**config.mk**
```make
export PLATFORM = sky130hd
export DESIGN_NAME = pdz_positioning_done
export DESIGN_NICKNAME = d
export VERILOG_FILES = /design/src/pdz_pkg.sv /design/src/pdz_positioning_done.sv /design/src/pdz_zero_speed.sv
export SDC_FILE = /design/constraint.sdc
export NUM_CORES = 1
export LEC_CHECK = 0
export BUFFER_PORTS_ARGS = -buffer_cell sky130_fd_sc_hd__buf_2
export CAP_MARGIN = 10
export CORE_AREA = 10 10 126 128
export DETAILED_ROUTE_END_ITERATION = 6
export DIE_AREA = 0 0 136 138
export PLACE_DENSITY_LB_ADDON = 0.05
export SYNTH_ARGS = -nofsm -noshare
export SYNTH_HDL_FRONTEND = slang
export SYNTH_SLANG_ARGS = --single-unit
```
**constraint.sdc**
```tcl
create_clock -name sys_clk -period 3.4 [get_ports sys_clk]
set_clock_uncertainty 0.1 [all_clocks]
set_input_delay 0.51 -clock sys_clk [delete_from_list [all_inputs] [get_ports sys_clk]]
set_output_delay 0.51 -clock sys_clk [all_outputs]
set_load 0.05 [all_outputs]
```
**src/pdz_pkg.sv**
```systemverilog
package pdz_pkg;

  // ----------------------------------------------------------------
  // register byte addresses
  // ----------------------------------------------------------------
  localparam logic [15:0] ADDR_COND_SEL = 16'h2400;
  localparam logic [15:0] ADDR_HOLD_TIME = 16'h2404;
  localparam logic [15:0] ADDR_WINDOW = 16'h2408;
  localparam logic [15:0] ADDR_STATUS = 16'h240C;
  localparam logic [15:0] ADDR_IRQ_STATUS = 16'h2410;
  localparam logic [15:0] ADDR_IRQ_MASK = 16'h2414;
  localparam logic [15:0] ADDR_ZS_THRESHOLD = 16'h2434;

  // ----------------------------------------------------------------
  // values after reset, select limit and zero-speed hysteresis
  // ----------------------------------------------------------------
  localparam logic [2:0] RST_COND_SEL = 3'h0;
  localparam logic [2:0] COND_SEL_MAX = 3'h4;
  localparam logic [15:0] RST_HOLD_TIME = 16'h0000;
  localparam logic [15:0] RST_WINDOW = 16'h000A;
  localparam logic [15:0] RST_ZS_THRESHOLD = 16'h0032;
  localparam logic [3:0] RST_IRQ_MASK = 4'h0;
  localparam logic [15:0] ZS_HYSTERESIS = 16'h000A;

  // ----------------------------------------------------------------
  // completion conditions and interrupt bit positions
  // ----------------------------------------------------------------
  localparam logic [2:0] COND_WINDOW = 3'h0;
  localparam logic [2:0] COND_NO_CMD = 3'h1;
  localparam logic [2:0] COND_ZERO_SPD = 3'h2;
  localparam logic [2:0] COND_LATCH = 3'h3;
  localparam logic [2:0] COND_DELAY = 3'h4;
  localparam int IRQ_DONE_RISE = 0;
  localparam int IRQ_DONE_FALL = 1;
  localparam int IRQ_ZS_SET = 2;
  localparam int IRQ_ZS_CLEAR = 3;

  // ----------------------------------------------------------------
  // timing
  // ----------------------------------------------------------------
  localparam int CLK_PERIOD_NS = 25;
  localparam int MS_NS = 1000000;
  localparam int MS_CYCLES = (MS_NS + CLK_PERIOD_NS - 1) / CLK_PERIOD_NS;

  typedef enum logic [1:0] {
    ST_LIVE = 2'b00,
    ST_LATCH = 2'b01,
    ST_HOLD = 2'b10
  } pdz_state_t;

  typedef struct packed {
    logic cmd_active;
    logic [31:0] pos_dev_abs;
    logic signed [15:0] motor_speed;
  } pdz_motion_t;

endpackage

```
**src/pdz_positioning_done.sv**
```systemverilog
// The strobed register port was chosen for this implementation.
`timescale 1ns/100ps
// How it works
// - select 0: done while deviation is below the completion window.
// - select 1: done while no command and deviation below window.
// - select 2: done needs no command, zero speed and deviation below window.
// - select 3: flag latches on until next command, then holds for hold time.
// - select 3: after hold time expires, flag follows live command and deviation.
// - select 4: after commands stop, wait hold time, then evaluate no-command window.
// - hold time 0 to 15000 ms, default 0, used by latch mode and delay mode.
// - hold time 0 keeps latched flag on until the next command.
// - hold 1..15000 ms keeps flag on; a new command clears it at once.
// - zero-speed flag sets when speed is below threshold minus hysteresis, threshold 10..2000 RPM, default 50.
// - hysteresis 10 RPM: set below threshold-10, clear above threshold+10.
// - completion window is a settable deviation limit, 0..10000, default 10.
module pdz_positioning_done #(
  parameter int MS_CYCLES = pdz_pkg::MS_CYCLES
) (
  input wire logic sys_clk,
  input wire logic rst_n,
  input wire logic [15:0] addr,
  input wire logic [31:0] wr_data,
  input wire logic wr_en,
  input wire logic rd_en,
  output logic [31:0] rd_data,
  input wire pdz_pkg::pdz_motion_t motion,
  output logic positioning_done_flag,
  output logic zero_speed_flag,
  output logic irq
);

  // ----------------------------------------------------------------
  // state
  // ----------------------------------------------------------------
  logic [2:0] sel_reg, sel_next;
  logic [15:0] hold_reg, hold_next;
  logic [15:0] win_reg, win_next;
  logic [15:0] thr_reg, thr_next;
  logic [3:0] ists_reg, ists_next;
  logic [3:0] imask_reg, imask_next;
  logic [31:0] rd_reg, rd_next;
  logic irq_reg, irq_next;
  pdz_pkg::pdz_state_t st_reg, st_next;
  logic done_reg, done_next;
  logic cmd_d_reg;
  logic zs_d_reg;
  logic [15:0] pre_reg, pre_next;
  logic [15:0] ms_reg, ms_next;
  logic zs_flag;
  logic base_ok;
  logic in_window;
  logic cmd_rise;
  logic timer_run;
  logic [3:0] events;

  pdz_zero_speed u_zero_speed (
    .sys_clk(sys_clk),
    .rst_n(rst_n),
    .motor_speed(motion.motor_speed),
    .threshold(thr_reg),
    .zero_speed_flag(zs_flag)
  );

  // ----------------------------------------------------------------
  // completion logic
  // ----------------------------------------------------------------
  always_comb
  begin
    in_window = motion.pos_dev_abs < {16'h0000, win_reg};
    base_ok = !motion.cmd_active && in_window;
    cmd_rise = motion.cmd_active && !cmd_d_reg;
    st_next = pdz_pkg::ST_LIVE;
    done_next = 1'b0;
    timer_run = 1'b0;
    case (sel_reg)
      pdz_pkg::COND_WINDOW:
      begin
        done_next = in_window;
      end
      pdz_pkg::COND_NO_CMD:
      begin
        done_next = base_ok;
      end
      pdz_pkg::COND_ZERO_SPD:
      begin
        done_next = base_ok && zs_flag;
      end
      pdz_pkg::COND_LATCH:
      begin
        case (st_reg)
          pdz_pkg::ST_LIVE:
          begin
            done_next = base_ok;
            st_next = base_ok ? pdz_pkg::ST_LATCH : pdz_pkg::ST_LIVE;
          end
          pdz_pkg::ST_LATCH:
          begin
            done_next = 1'b1;
            st_next = pdz_pkg::ST_LATCH;
            if (cmd_rise)
            begin
              // zero hold: the command itself ends the latch
              done_next = (hold_reg != 16'h0000);
              st_next = (hold_reg != 16'h0000) ? pdz_pkg::ST_HOLD : pdz_pkg::ST_LIVE;
            end
          end
          pdz_pkg::ST_HOLD:
          begin
            timer_run = 1'b1;
            done_next = 1'b1;
            st_next = pdz_pkg::ST_HOLD;
            if (cmd_rise)
            begin
              done_next = 1'b0;
              st_next = pdz_pkg::ST_LIVE;
            end
            else if (ms_reg >= hold_reg)
            begin
              done_next = base_ok;
              st_next = pdz_pkg::ST_LIVE;
            end
          end
          default:
          begin
            st_next = pdz_pkg::ST_LIVE;
          end
        endcase
      end
      pdz_pkg::COND_DELAY:
      begin
        // timer restarts whenever a command is present
        timer_run = !motion.cmd_active;
        done_next = base_ok && (ms_reg >= hold_reg);
      end
      default:
      begin
        done_next = in_window;
      end
    endcase
    pre_next = 16'h0000;
    ms_next = 16'h0000;
    if (timer_run)
    begin
      pre_next = (pre_reg == 16'(MS_CYCLES - 1)) ? 16'h0000 : 16'(pre_reg + 16'h0001);
      ms_next = ms_reg;
      if (pre_reg == 16'(MS_CYCLES - 1) && ms_reg != 16'hFFFF)
      begin
        ms_next = 16'(ms_reg + 16'h0001);
      end
    end
  end

  // ----------------------------------------------------------------
  // register bus and interrupts
  // ----------------------------------------------------------------
  always_comb
  begin
    sel_next = sel_reg;
    hold_next = hold_reg;
    win_next = win_reg;
    thr_next = thr_reg;
    imask_next = imask_reg;
    rd_next = 32'h0000_0000;
    events = 4'h0;
    events[pdz_pkg::IRQ_DONE_RISE] = done_reg && !positioning_done_flag;
    events[pdz_pkg::IRQ_DONE_FALL] = !done_reg && positioning_done_flag;
    events[pdz_pkg::IRQ_ZS_SET] = zs_flag && !zs_d_reg;
    events[pdz_pkg::IRQ_ZS_CLEAR] = !zs_flag && zs_d_reg;
    ists_next = ists_reg;
    if (wr_en)
    begin
      case (addr)
        pdz_pkg::ADDR_COND_SEL:
        begin
          // out-of-range selects are dropped, keeping the last legal one
          if (wr_data[15:0] <= {13'h0, pdz_pkg::COND_SEL_MAX})
            sel_next = wr_data[2:0];
        end
        pdz_pkg::ADDR_HOLD_TIME: hold_next = wr_data[15:0];
        pdz_pkg::ADDR_WINDOW: win_next = wr_data[15:0];
        pdz_pkg::ADDR_ZS_THRESHOLD: thr_next = wr_data[15:0];
        pdz_pkg::ADDR_IRQ_STATUS: ists_next = ists_reg & ~wr_data[3:0];
        pdz_pkg::ADDR_IRQ_MASK: imask_next = wr_data[3:0];
        default: ;
      endcase
    end
    // set beats clear in the same cycle
    ists_next = ists_next | events;
    if (rd_en)
    begin
      case (addr)
        pdz_pkg::ADDR_COND_SEL: rd_next = {29'h0, sel_reg};
        pdz_pkg::ADDR_HOLD_TIME: rd_next = {16'h0000, hold_reg};
        pdz_pkg::ADDR_WINDOW: rd_next = {16'h0000, win_reg};
        pdz_pkg::ADDR_ZS_THRESHOLD: rd_next = {16'h0000, thr_reg};
        pdz_pkg::ADDR_STATUS: rd_next = {28'h000_0000, st_reg, zero_speed_flag,
                                         positioning_done_flag};
        pdz_pkg::ADDR_IRQ_STATUS: rd_next = {28'h000_0000, ists_reg};
        pdz_pkg::ADDR_IRQ_MASK: rd_next = {28'h000_0000, imask_reg};
        default: rd_next = 32'h0000_0000;
      endcase
    end
    irq_next = |(ists_reg & imask_reg);
  end

  always_ff @(posedge sys_clk)
  begin
    if (!rst_n)
    begin
      sel_reg <= pdz_pkg::RST_COND_SEL;
      hold_reg <= pdz_pkg::RST_HOLD_TIME;
      win_reg <= pdz_pkg::RST_WINDOW;
      thr_reg <= pdz_pkg::RST_ZS_THRESHOLD;
      ists_reg <= 4'h0;
      imask_reg <= pdz_pkg::RST_IRQ_MASK;
      rd_reg <= 32'h0000_0000;
      irq_reg <= 1'b0;
      st_reg <= pdz_pkg::ST_LIVE;
      done_reg <= 1'b0;
      cmd_d_reg <= 1'b0;
      zs_d_reg <= 1'b0;
      pre_reg <= 16'h0000;
      ms_reg <= 16'h0000;
      positioning_done_flag <= 1'b0;
      zero_speed_flag <= 1'b0;
    end
    else
    begin
      sel_reg <= sel_next;
      hold_reg <= hold_next;
      win_reg <= win_next;
      thr_reg <= thr_next;
      ists_reg <= ists_next;
      imask_reg <= imask_next;
      rd_reg <= rd_next;
      irq_reg <= irq_next;
      st_reg <= st_next;
      done_reg <= done_next;
      cmd_d_reg <= motion.cmd_active;
      zs_d_reg <= zs_flag;
      pre_reg <= pre_next;
      ms_reg <= ms_next;
      positioning_done_flag <= done_reg;
      zero_speed_flag <= zs_flag;
    end
  end

  assign rd_data = rd_reg;
  assign irq = irq_reg;

  // ----------------------------------------------------------------
  // checks
  // ----------------------------------------------------------------
  a_mode0_window: assert property (@(posedge sys_clk) disable iff (!rst_n)
    (sel_reg == pdz_pkg::COND_WINDOW && in_window && !wr_en) |=> ##1 positioning_done_flag)
    else $error("select 0 did not report done inside window");

  a_mode1_cmd_blocks: assert property (@(posedge sys_clk) disable iff (!rst_n)
    (sel_reg == pdz_pkg::COND_NO_CMD && motion.cmd_active && !wr_en)
      |=> ##1 !positioning_done_flag)
    else $error("select 1 reported done during command");

  a_mode2_needs_zs: assert property (@(posedge sys_clk) disable iff (!rst_n)
    (sel_reg == pdz_pkg::COND_ZERO_SPD && !zs_flag && !wr_en) |=> ##1 !positioning_done_flag)
    else $error("select 2 reported done without zero speed");

  a_latch_stays_on: assert property (@(posedge sys_clk) disable iff (!rst_n)
    (sel_reg == pdz_pkg::COND_LATCH && st_reg == pdz_pkg::ST_LATCH && !cmd_rise && !wr_en)
      |=> done_reg && st_reg == pdz_pkg::ST_LATCH)
    else $error("latched done flag dropped without command");

  a_hold_zero_ends: assert property (@(posedge sys_clk) disable iff (!rst_n)
    (sel_reg == pdz_pkg::COND_LATCH && st_reg == pdz_pkg::ST_LATCH && cmd_rise
      && hold_reg == 16'h0000 && !wr_en) |=> !done_reg && st_reg == pdz_pkg::ST_LIVE)
    else $error("zero hold did not end latch on command");

  a_hold_cmd_clears: assert property (@(posedge sys_clk) disable iff (!rst_n)
    (sel_reg == pdz_pkg::COND_LATCH && st_reg == pdz_pkg::ST_HOLD && cmd_rise && !wr_en)
      |=> !done_reg ##1 !positioning_done_flag)
    else $error("command during hold did not clear done");

  a_hold_expires: assert property (@(posedge sys_clk) disable iff (!rst_n)
    (sel_reg == pdz_pkg::COND_LATCH && st_reg == pdz_pkg::ST_HOLD && !cmd_rise
      && ms_reg >= hold_reg && !wr_en) |=> st_reg == pdz_pkg::ST_LIVE)
    else $error("hold time expiry did not return to live");

  a_mode4_waits: assert property (@(posedge sys_clk) disable iff (!rst_n)
    (sel_reg == pdz_pkg::COND_DELAY && ms_reg < hold_reg && !wr_en) |=> !done_reg)
    else $error("select 4 reported done before delay");

  a_irq_follows: assert property (@(posedge sys_clk) disable iff (!rst_n)
    ((ists_reg & imask_reg) != 4'h0) |=> irq)
    else $error("interrupt output missed a masked status bit");

  a_irq_quiet: assert property (@(posedge sys_clk) disable iff (!rst_n)
    ((ists_reg & imask_reg) == 4'h0) |=> !irq)
    else $error("interrupt output high with no masked status bit");

  a_sel_in_range: assert property (@(posedge sys_clk) disable iff (!rst_n)
    sel_reg <= pdz_pkg::COND_SEL_MAX)
    else $error("completion select left its legal range");

endmodule

```
**src/pdz_zero_speed.sv**
```systemverilog
`timescale 1ns/100ps
module pdz_zero_speed (
  input wire logic sys_clk,
  input wire logic rst_n,
  input wire logic signed [15:0] motor_speed,
  input wire logic [15:0] threshold,
  output logic zero_speed_flag
);

  logic [15:0] mag;
  logic [15:0] lo_lim;
  logic [16:0] hi_lim;
  logic zs_next;

  always_comb
  begin
    // -32768 maps to 0x8000 as unsigned, so no overflow
    mag = motor_speed[15] ? 16'(-motor_speed) : 16'(motor_speed);
    // thresholds under the band would wrap, so floor at zero
    lo_lim = (threshold > pdz_pkg::ZS_HYSTERESIS) ? 16'(threshold - pdz_pkg::ZS_HYSTERESIS)
                                                   : 16'h0000;
    hi_lim = {1'b0, threshold} + {1'b0, pdz_pkg::ZS_HYSTERESIS};
    zs_next = zero_speed_flag;
    if (mag < lo_lim)
    begin
      zs_next = 1'b1;
    end
    else if ({1'b0, mag} > hi_lim)
    begin
      zs_next = 1'b0;
    end
  end

  always_ff @(posedge sys_clk)
  begin
    if (!rst_n)
      zero_speed_flag <= 1'b0;
    else
      zero_speed_flag <= zs_next;
  end

  a_zs_set_below: assert property (@(posedge sys_clk) disable iff (!rst_n)
    (mag < lo_lim) |=> zero_speed_flag)
    else $error("zero speed flag not set below band");

  a_zs_clear_above: assert property (@(posedge sys_clk) disable iff (!rst_n)
    ({1'b0, mag} > hi_lim) |=> !zero_speed_flag)
    else $error("zero speed flag not cleared above band");

  a_zs_band_holds: assert property (@(posedge sys_clk) disable iff (!rst_n)
    (mag >= lo_lim && {1'b0, mag} <= hi_lim) |=> $stable(zero_speed_flag))
    else $error("zero speed flag moved inside band");

endmodule

```
**After elaboration in Yosys (flattened, before gate mapping)**

Cells that the tools add are included.

- Input port bits: 101
- Register bits after elaboration: 131
- Word-level logic and storage cells: 96

- $lt $le $gt $ge: 6
- Add/subtract/negate cells: 5
- Equality and inequality tests: 15
- Bitwise gates (word level): 6
- Muxes and demuxes: 20
- Reductions and logical operators: 28

Operators by type and width:

| operator | number |
|---|---|
| equality test 16 x 14 -> 1 bit (second input constant) | 7 |
| one-hot mux 16 bit (7 select lines) | 1 |
| adder 16 x 1 -> 16 bit (second input constant) | 2 |
| less-than comparator 32 x 16 -> 1 bit | 1 |
| 2-to-1 mux 16 bit | 2 |
| adder 16 x 4 -> 17 bit (second input constant) | 1 |
| > comparator 16 x 17 -> 1 bit | 1 |
| equality test 16 bit (second input constant) | 1 |
| >= comparator 16 bit | 1 |
| > comparator 16 x 4 -> 1 bit (second input constant) | 1 |
| less-or-equal comparator 16 x 3 -> 1 bit (second input constant) | 1 |
| less-than comparator 16 bit | 1 |
| != test 16 bit (second input constant) | 1 |
| negator 16 bit | 1 |
| nonzero test 16 bit | 1 |
| subtractor 16 x 4 -> 16 bit (second input constant) | 1 |
| AND reduction 2 bit | 7 |
| logical AND 1 bit | 9 |
| bitwise AND 4 bit | 2 |
| 2-to-1 mux 2 bit | 4 |
| 2-to-1 mux 4 bit | 2 |
| 2-to-1 mux 1 bit | 7 |
| equality test 3 x 2 -> 1 bit (second input constant) | 2 |
| logical NOT 1 bit | 6 |
| 16 further kinds | 17 |

**Depth between registers and ports, before layout**

- Depth in word-level cells: 6
- Mapped depth: 15
- Depth with buffers taken out: 15

**Hierarchy**

Synthesis repeated with hierarchy kept, for this count alone.

- Cells, all modules: 914
- Area total of the unflattened synthesis: 7384.6 sq um

Modules (own cells, without submodules):

| module | cells each | instances | area each (sq um) |
|---|---|---|---|
| pdz_positioning_done | 694 | 1 | 5775.5 |
| pdz_zero_speed | 220 | 1 | 1609.0 |

**Worst setup path before layout**

No wires, ideal clock.

- Path kind: register to register
- Start point: reg thr_reg[9]
- End point: reg u_zero_speed.zero_speed_flag
- Path slack: 0.443 ns
- Required time: 3.226 ns
- Stages on the path, launching flop included: 16
- Data arrival time: 2.783 ns
- Path buffers: 2
- Setup time: 0.074 ns
- Path through: dfxtp_1 > clkbuf_1 > nor4_1 > nand2b_1 > nor3_1 > o2111ai_1 > clkbuf_1 > nand2_1 > ha_1 > a21o_1 > a21o_1 > a21oi_1 > nor3_1 > a211oi_1 > o21ai_0 > o21ai_0

- Longest elaborated chain between the ends: 4
- Elaborated cells on any way between the ends: 8
- Those cells by class: 2 x add/sub; 3 x order compare; 2 x mux; 1 x reduce/logical

Ends and longest elaborated chain:

| what | RTL line | text |
|---|---|---|
| start: declaration | pdz_positioning_done.sv:38 | `logic [15:0] thr_reg, thr_next;` |
| start signal: assignment | pdz_positioning_done.sv:213 | `thr_reg <= pdz_pkg::RST_ZS_THRESHOLD;` |
| start signal: assignment | pdz_positioning_done.sv:232 | `thr_reg <= thr_next;` |
| subtractor 16 x 4 -> 16 bit or > comparator 16 x 4 -> 1 bit (tied branches) | pdz_zero_speed.sv:20 | `lo_lim = (threshold > pdz_pkg::ZS_HYSTERESIS) ? 16'(threshold - pdz_pkg::ZS_HYSTERESIS)` |
| 2-to-1 mux 16 bit | pdz_zero_speed.sv:20 |  |
| less-than comparator 16 bit | pdz_zero_speed.sv:24 | `if (mag < lo_lim)` |
| 2-to-1 mux 1 bit or nonzero test 2 bit (tied branches) | n/a |  |
| end signal: assignment | pdz_zero_speed.sv:39 | `zero_speed_flag <= zs_next;` |
| end: declaration | pdz_zero_speed.sv:7 | `output logic zero_speed_flag` |

Several ways; a longest one is shown, not always the timed one.
A chain may end at the register's enable or synchronous reset.

**Worst setup path in the final report**

- Start point: reg thr_reg[5]
- End point: reg u_zero_speed.zero_speed_flag

Same word-level chain as after synthesis.

==> impl_metrics.csv <==
group,metric,value,unit
yosys,synth_edf_count,0,
hold_path,hp-class,"primary input to register",
finish,final_cell_area,8660,um^2
sta,setup_tns,0,ns
floorplan,core_area,13500,um^2
route,post_drt_wl_per_cell,16.5,um
worst_setup_path,start_kind,"register",
route,ant_nets,0,
route,vias_per_cell,5.59,
route,drt_first_iter_violations,611,
clocking,clock_latency,0.42,ns
floorplan,start_util,54.9,%
yosys,synthFlopType,"dfxtp_1",
yosys,synth_seq_cells,115,
placement,dp_hpwl,15.3,mm
floorplan,rows,43,
global_routing,grt_max_degree,58,
global_routing,grt_overflow,0,
worst_setup_path,end_kind,"register",
clocking,cts_max_level,4,
sta,rsz0062_at_grt,"false",
sta,tightest_slew,0.605,ns
route,drt_first_pass_iters,6,
worst_setup_path,worstPathCellList,"nor4_1 > nand2_1 > nor2_1 > xor2_1 > nand2_1 > ha_1 > a21oi_1 > nor2b_1 > o21ai_0 > nand3b_1 > a211oi_1 > o21ai_0 > o21ai_0",
yosys,syn_area,7420,um^2
power_and_ir_drop,powerDensity,409,nW/um^2
yosys,post_synth_main_area_contributors,"dfxtp_1 (31%), ha_1 (11%), nand2_1 (6.0%)",
clocking,clockBufferDepth,2,
finish,area_delta_synth_final,16.8,%
global_routing,antenna_found_initial,0,
clocking,clkTransAtPathRegs,0.05,ns
finish,nets,1177,
floorplan,die-area,18800,um^2
worst_setup_path,critPathMaxStageDelay,0.60,ns
placement,dp_slack,0.0233,ns
yosys,synthDistinctLibCells,61,
sta,final_max_slew_viol_count,0,
placement,placed_area,8040,um^2
clocking,clock_sinks,115,
sta,min_period,3.12,ns
yosys,synth_seq_area_share,31.0,%
finish,antennaDiodeCount,0,
sta,fin_crit_sh,91.7,%
worst_setup_path,cp_top_family,"simple AND/OR/NAND/NOR gates",
worst_setup_path,worstPathRequired,3.64,ns
floorplan,die_h,138,um
yosys,ys_warn_count,0,
placement,place_congestion,0.854,
route,drc,0,
global_routing,track_usage,21.2,%
finish,layout-drive-gt1-share,16.3,%
clocking,post_cts_resized,0,
route,wl,19.8,mm
global_routing,grt_pass1_vias,6652,
worst_setup_path,slowest_stage,"nor4_1",
sta,fmax,0.321,GHz
clocking,cts_root_buf,"clkbuf_16",
sta,whs,0.286,ns
clocking,numCtsBuffers,17,
worst_setup_path,critPathBufInv,0,
flow_run,cap_violations,0,
sta,fin_ws,0.281,ns
floorplan,die_width,136,um
yosys,yosysMostFrequentCell,"nand2_1",
global_routing,grt_pass1_wl,33.2,mm
floorplan,io_pins,136,
power_and_ir_drop,power.leakage,3.35,nW
yosys,postSynthCellCount,923,
sta,setup_viol,0,
route,via_count,6711,
power_and_ir_drop,ir_drop,339,uV
sta,final_hold_viol_count,0,
placement,portBuffers,103,
yosys,synth_commonest_cells,"nand2_1 (118), dfxtp_1 (115), nand3_1 (78)",
clocking,cts_setup_buffers,0,
worst_setup_path,crit_fanout,8,
yosys,syn_avg_cell_area,8.04,um^2
worst_setup_path,crit_path_frequent_cell,"o21ai_0",
sta,relSlewSlack,59.3,%
yosys,synth.top_cell.area_share,31.0,%
clocking,cts_tree,"yes",
worst_setup_path,worstPathArrival,3.36,ns
yosys,async_flop_share,0,%
run_status,status,"complete, no violations",
worst_setup_path,r2r_slack,0.28,ns
clocking,ctsHoldBuffers,0,
yosys,yosys.area.top_type,"dfxtp_1",
worst_setup_path,worstSetupPathType,"register to register",
[where the power goes]
part / switching (W) / internal [W] / leakage [nW]
sequential: 0.00000614 / 0.00136 / 0.927
clock: 0.000600 / 0.00127 / 0.311
combinational: 0.000190 / 0.000124 / 2.11
total: 0.000796 / 0.00275 / 3.35
[layer usage]
layer	vias to the layer above	track usage, %	share of wire (%)	wire (um)
met3	21	5.36	5.9	1180
met4	0	5.22	1.3	266
met5	-	0	0	0
li1	3412	-	-	-
met1	3101	28.6	48	9440
met2	177	33.0	45	8940
[cell families after synthesis]
family | after synthesis | share of synthesized area, %
AO/OA/AOI/OAI | 155 | 14.6
XOR/XNOR | 63 | 7.44
adder cells (fa/ha/maj) | 67 | 11.3
buffers and inverters | 106 | 6.39
flip-flops | 115 | 31.0
multiplexers | 15 | 2.41
other | 1 | 0.0506
AND/OR/NAND/NOR | 401 | 26.8
[cell usage in the layout, fill, tap and decap left out, types with 4 or more instances in the layout]
cell type  instances
a211oi_1           5
a21boi_0          25
a21boi_1          19
a21o_1             7
a21oi_1           30
a222oi_1          13
a22oi_1            6
and2_1             6
and3_1             8
buf_2            103
buf_4             16
bufinv_16          4
clkbuf_16         17
clkinv_2           6
conb_1            16
dfxtp_1          115
ha_1              67
inv_1             38
mux2i_1           10
nand2_1          118
nand2b_1          13
nand3_1           78
nand4_1           24
nor2_1            77
nor2b_1           20
nor3_1            13
nor4_1            18
o21ai_0           28
xnor2_1           28
xor2_1            35
[stage by stage]
step | cells | util, % | total power, W
6_report | 1201 | 64.1 | 0.00354
5_1_grt | 1201 | 64.1 | 0.00366
4_1_cts | 1201 | 64.1 | 0.00357
3_5_place_dp | 1170 | 59.5 | 0.00170
3_3_place_gp | 1170 | 59.5 | 0.00170
2_1_floorplan | 938 | - | 0.00160
[layout make-up]
class / count / area [um^2]
clock buffer: 20 / 467
clock inverter: 11 / 158
fill: 1241 / 4840
inverter: 38 / 143
multi-input combinational: 717 / 4710
sequential: 115 / 2300
tap: 180 / 225
timing repair buffer: 120 / 656
[worst paths after layout]
| path | from | endpoint | cells after the start |
|---|---|---|---|
| setup reg to reg | thr_reg[5] | u_zero_speed.zero_speed_flag | 13 |
| setup / recovery | thr_reg[5] | u_zero_speed.zero_speed_flag | 13 |
| hold / removal | motion[48] | cmd_d_reg | 2 |
| hold reg to reg | pre_reg[0] | pre_reg[0] | 1 |
(Power assumes the default switching activity.)
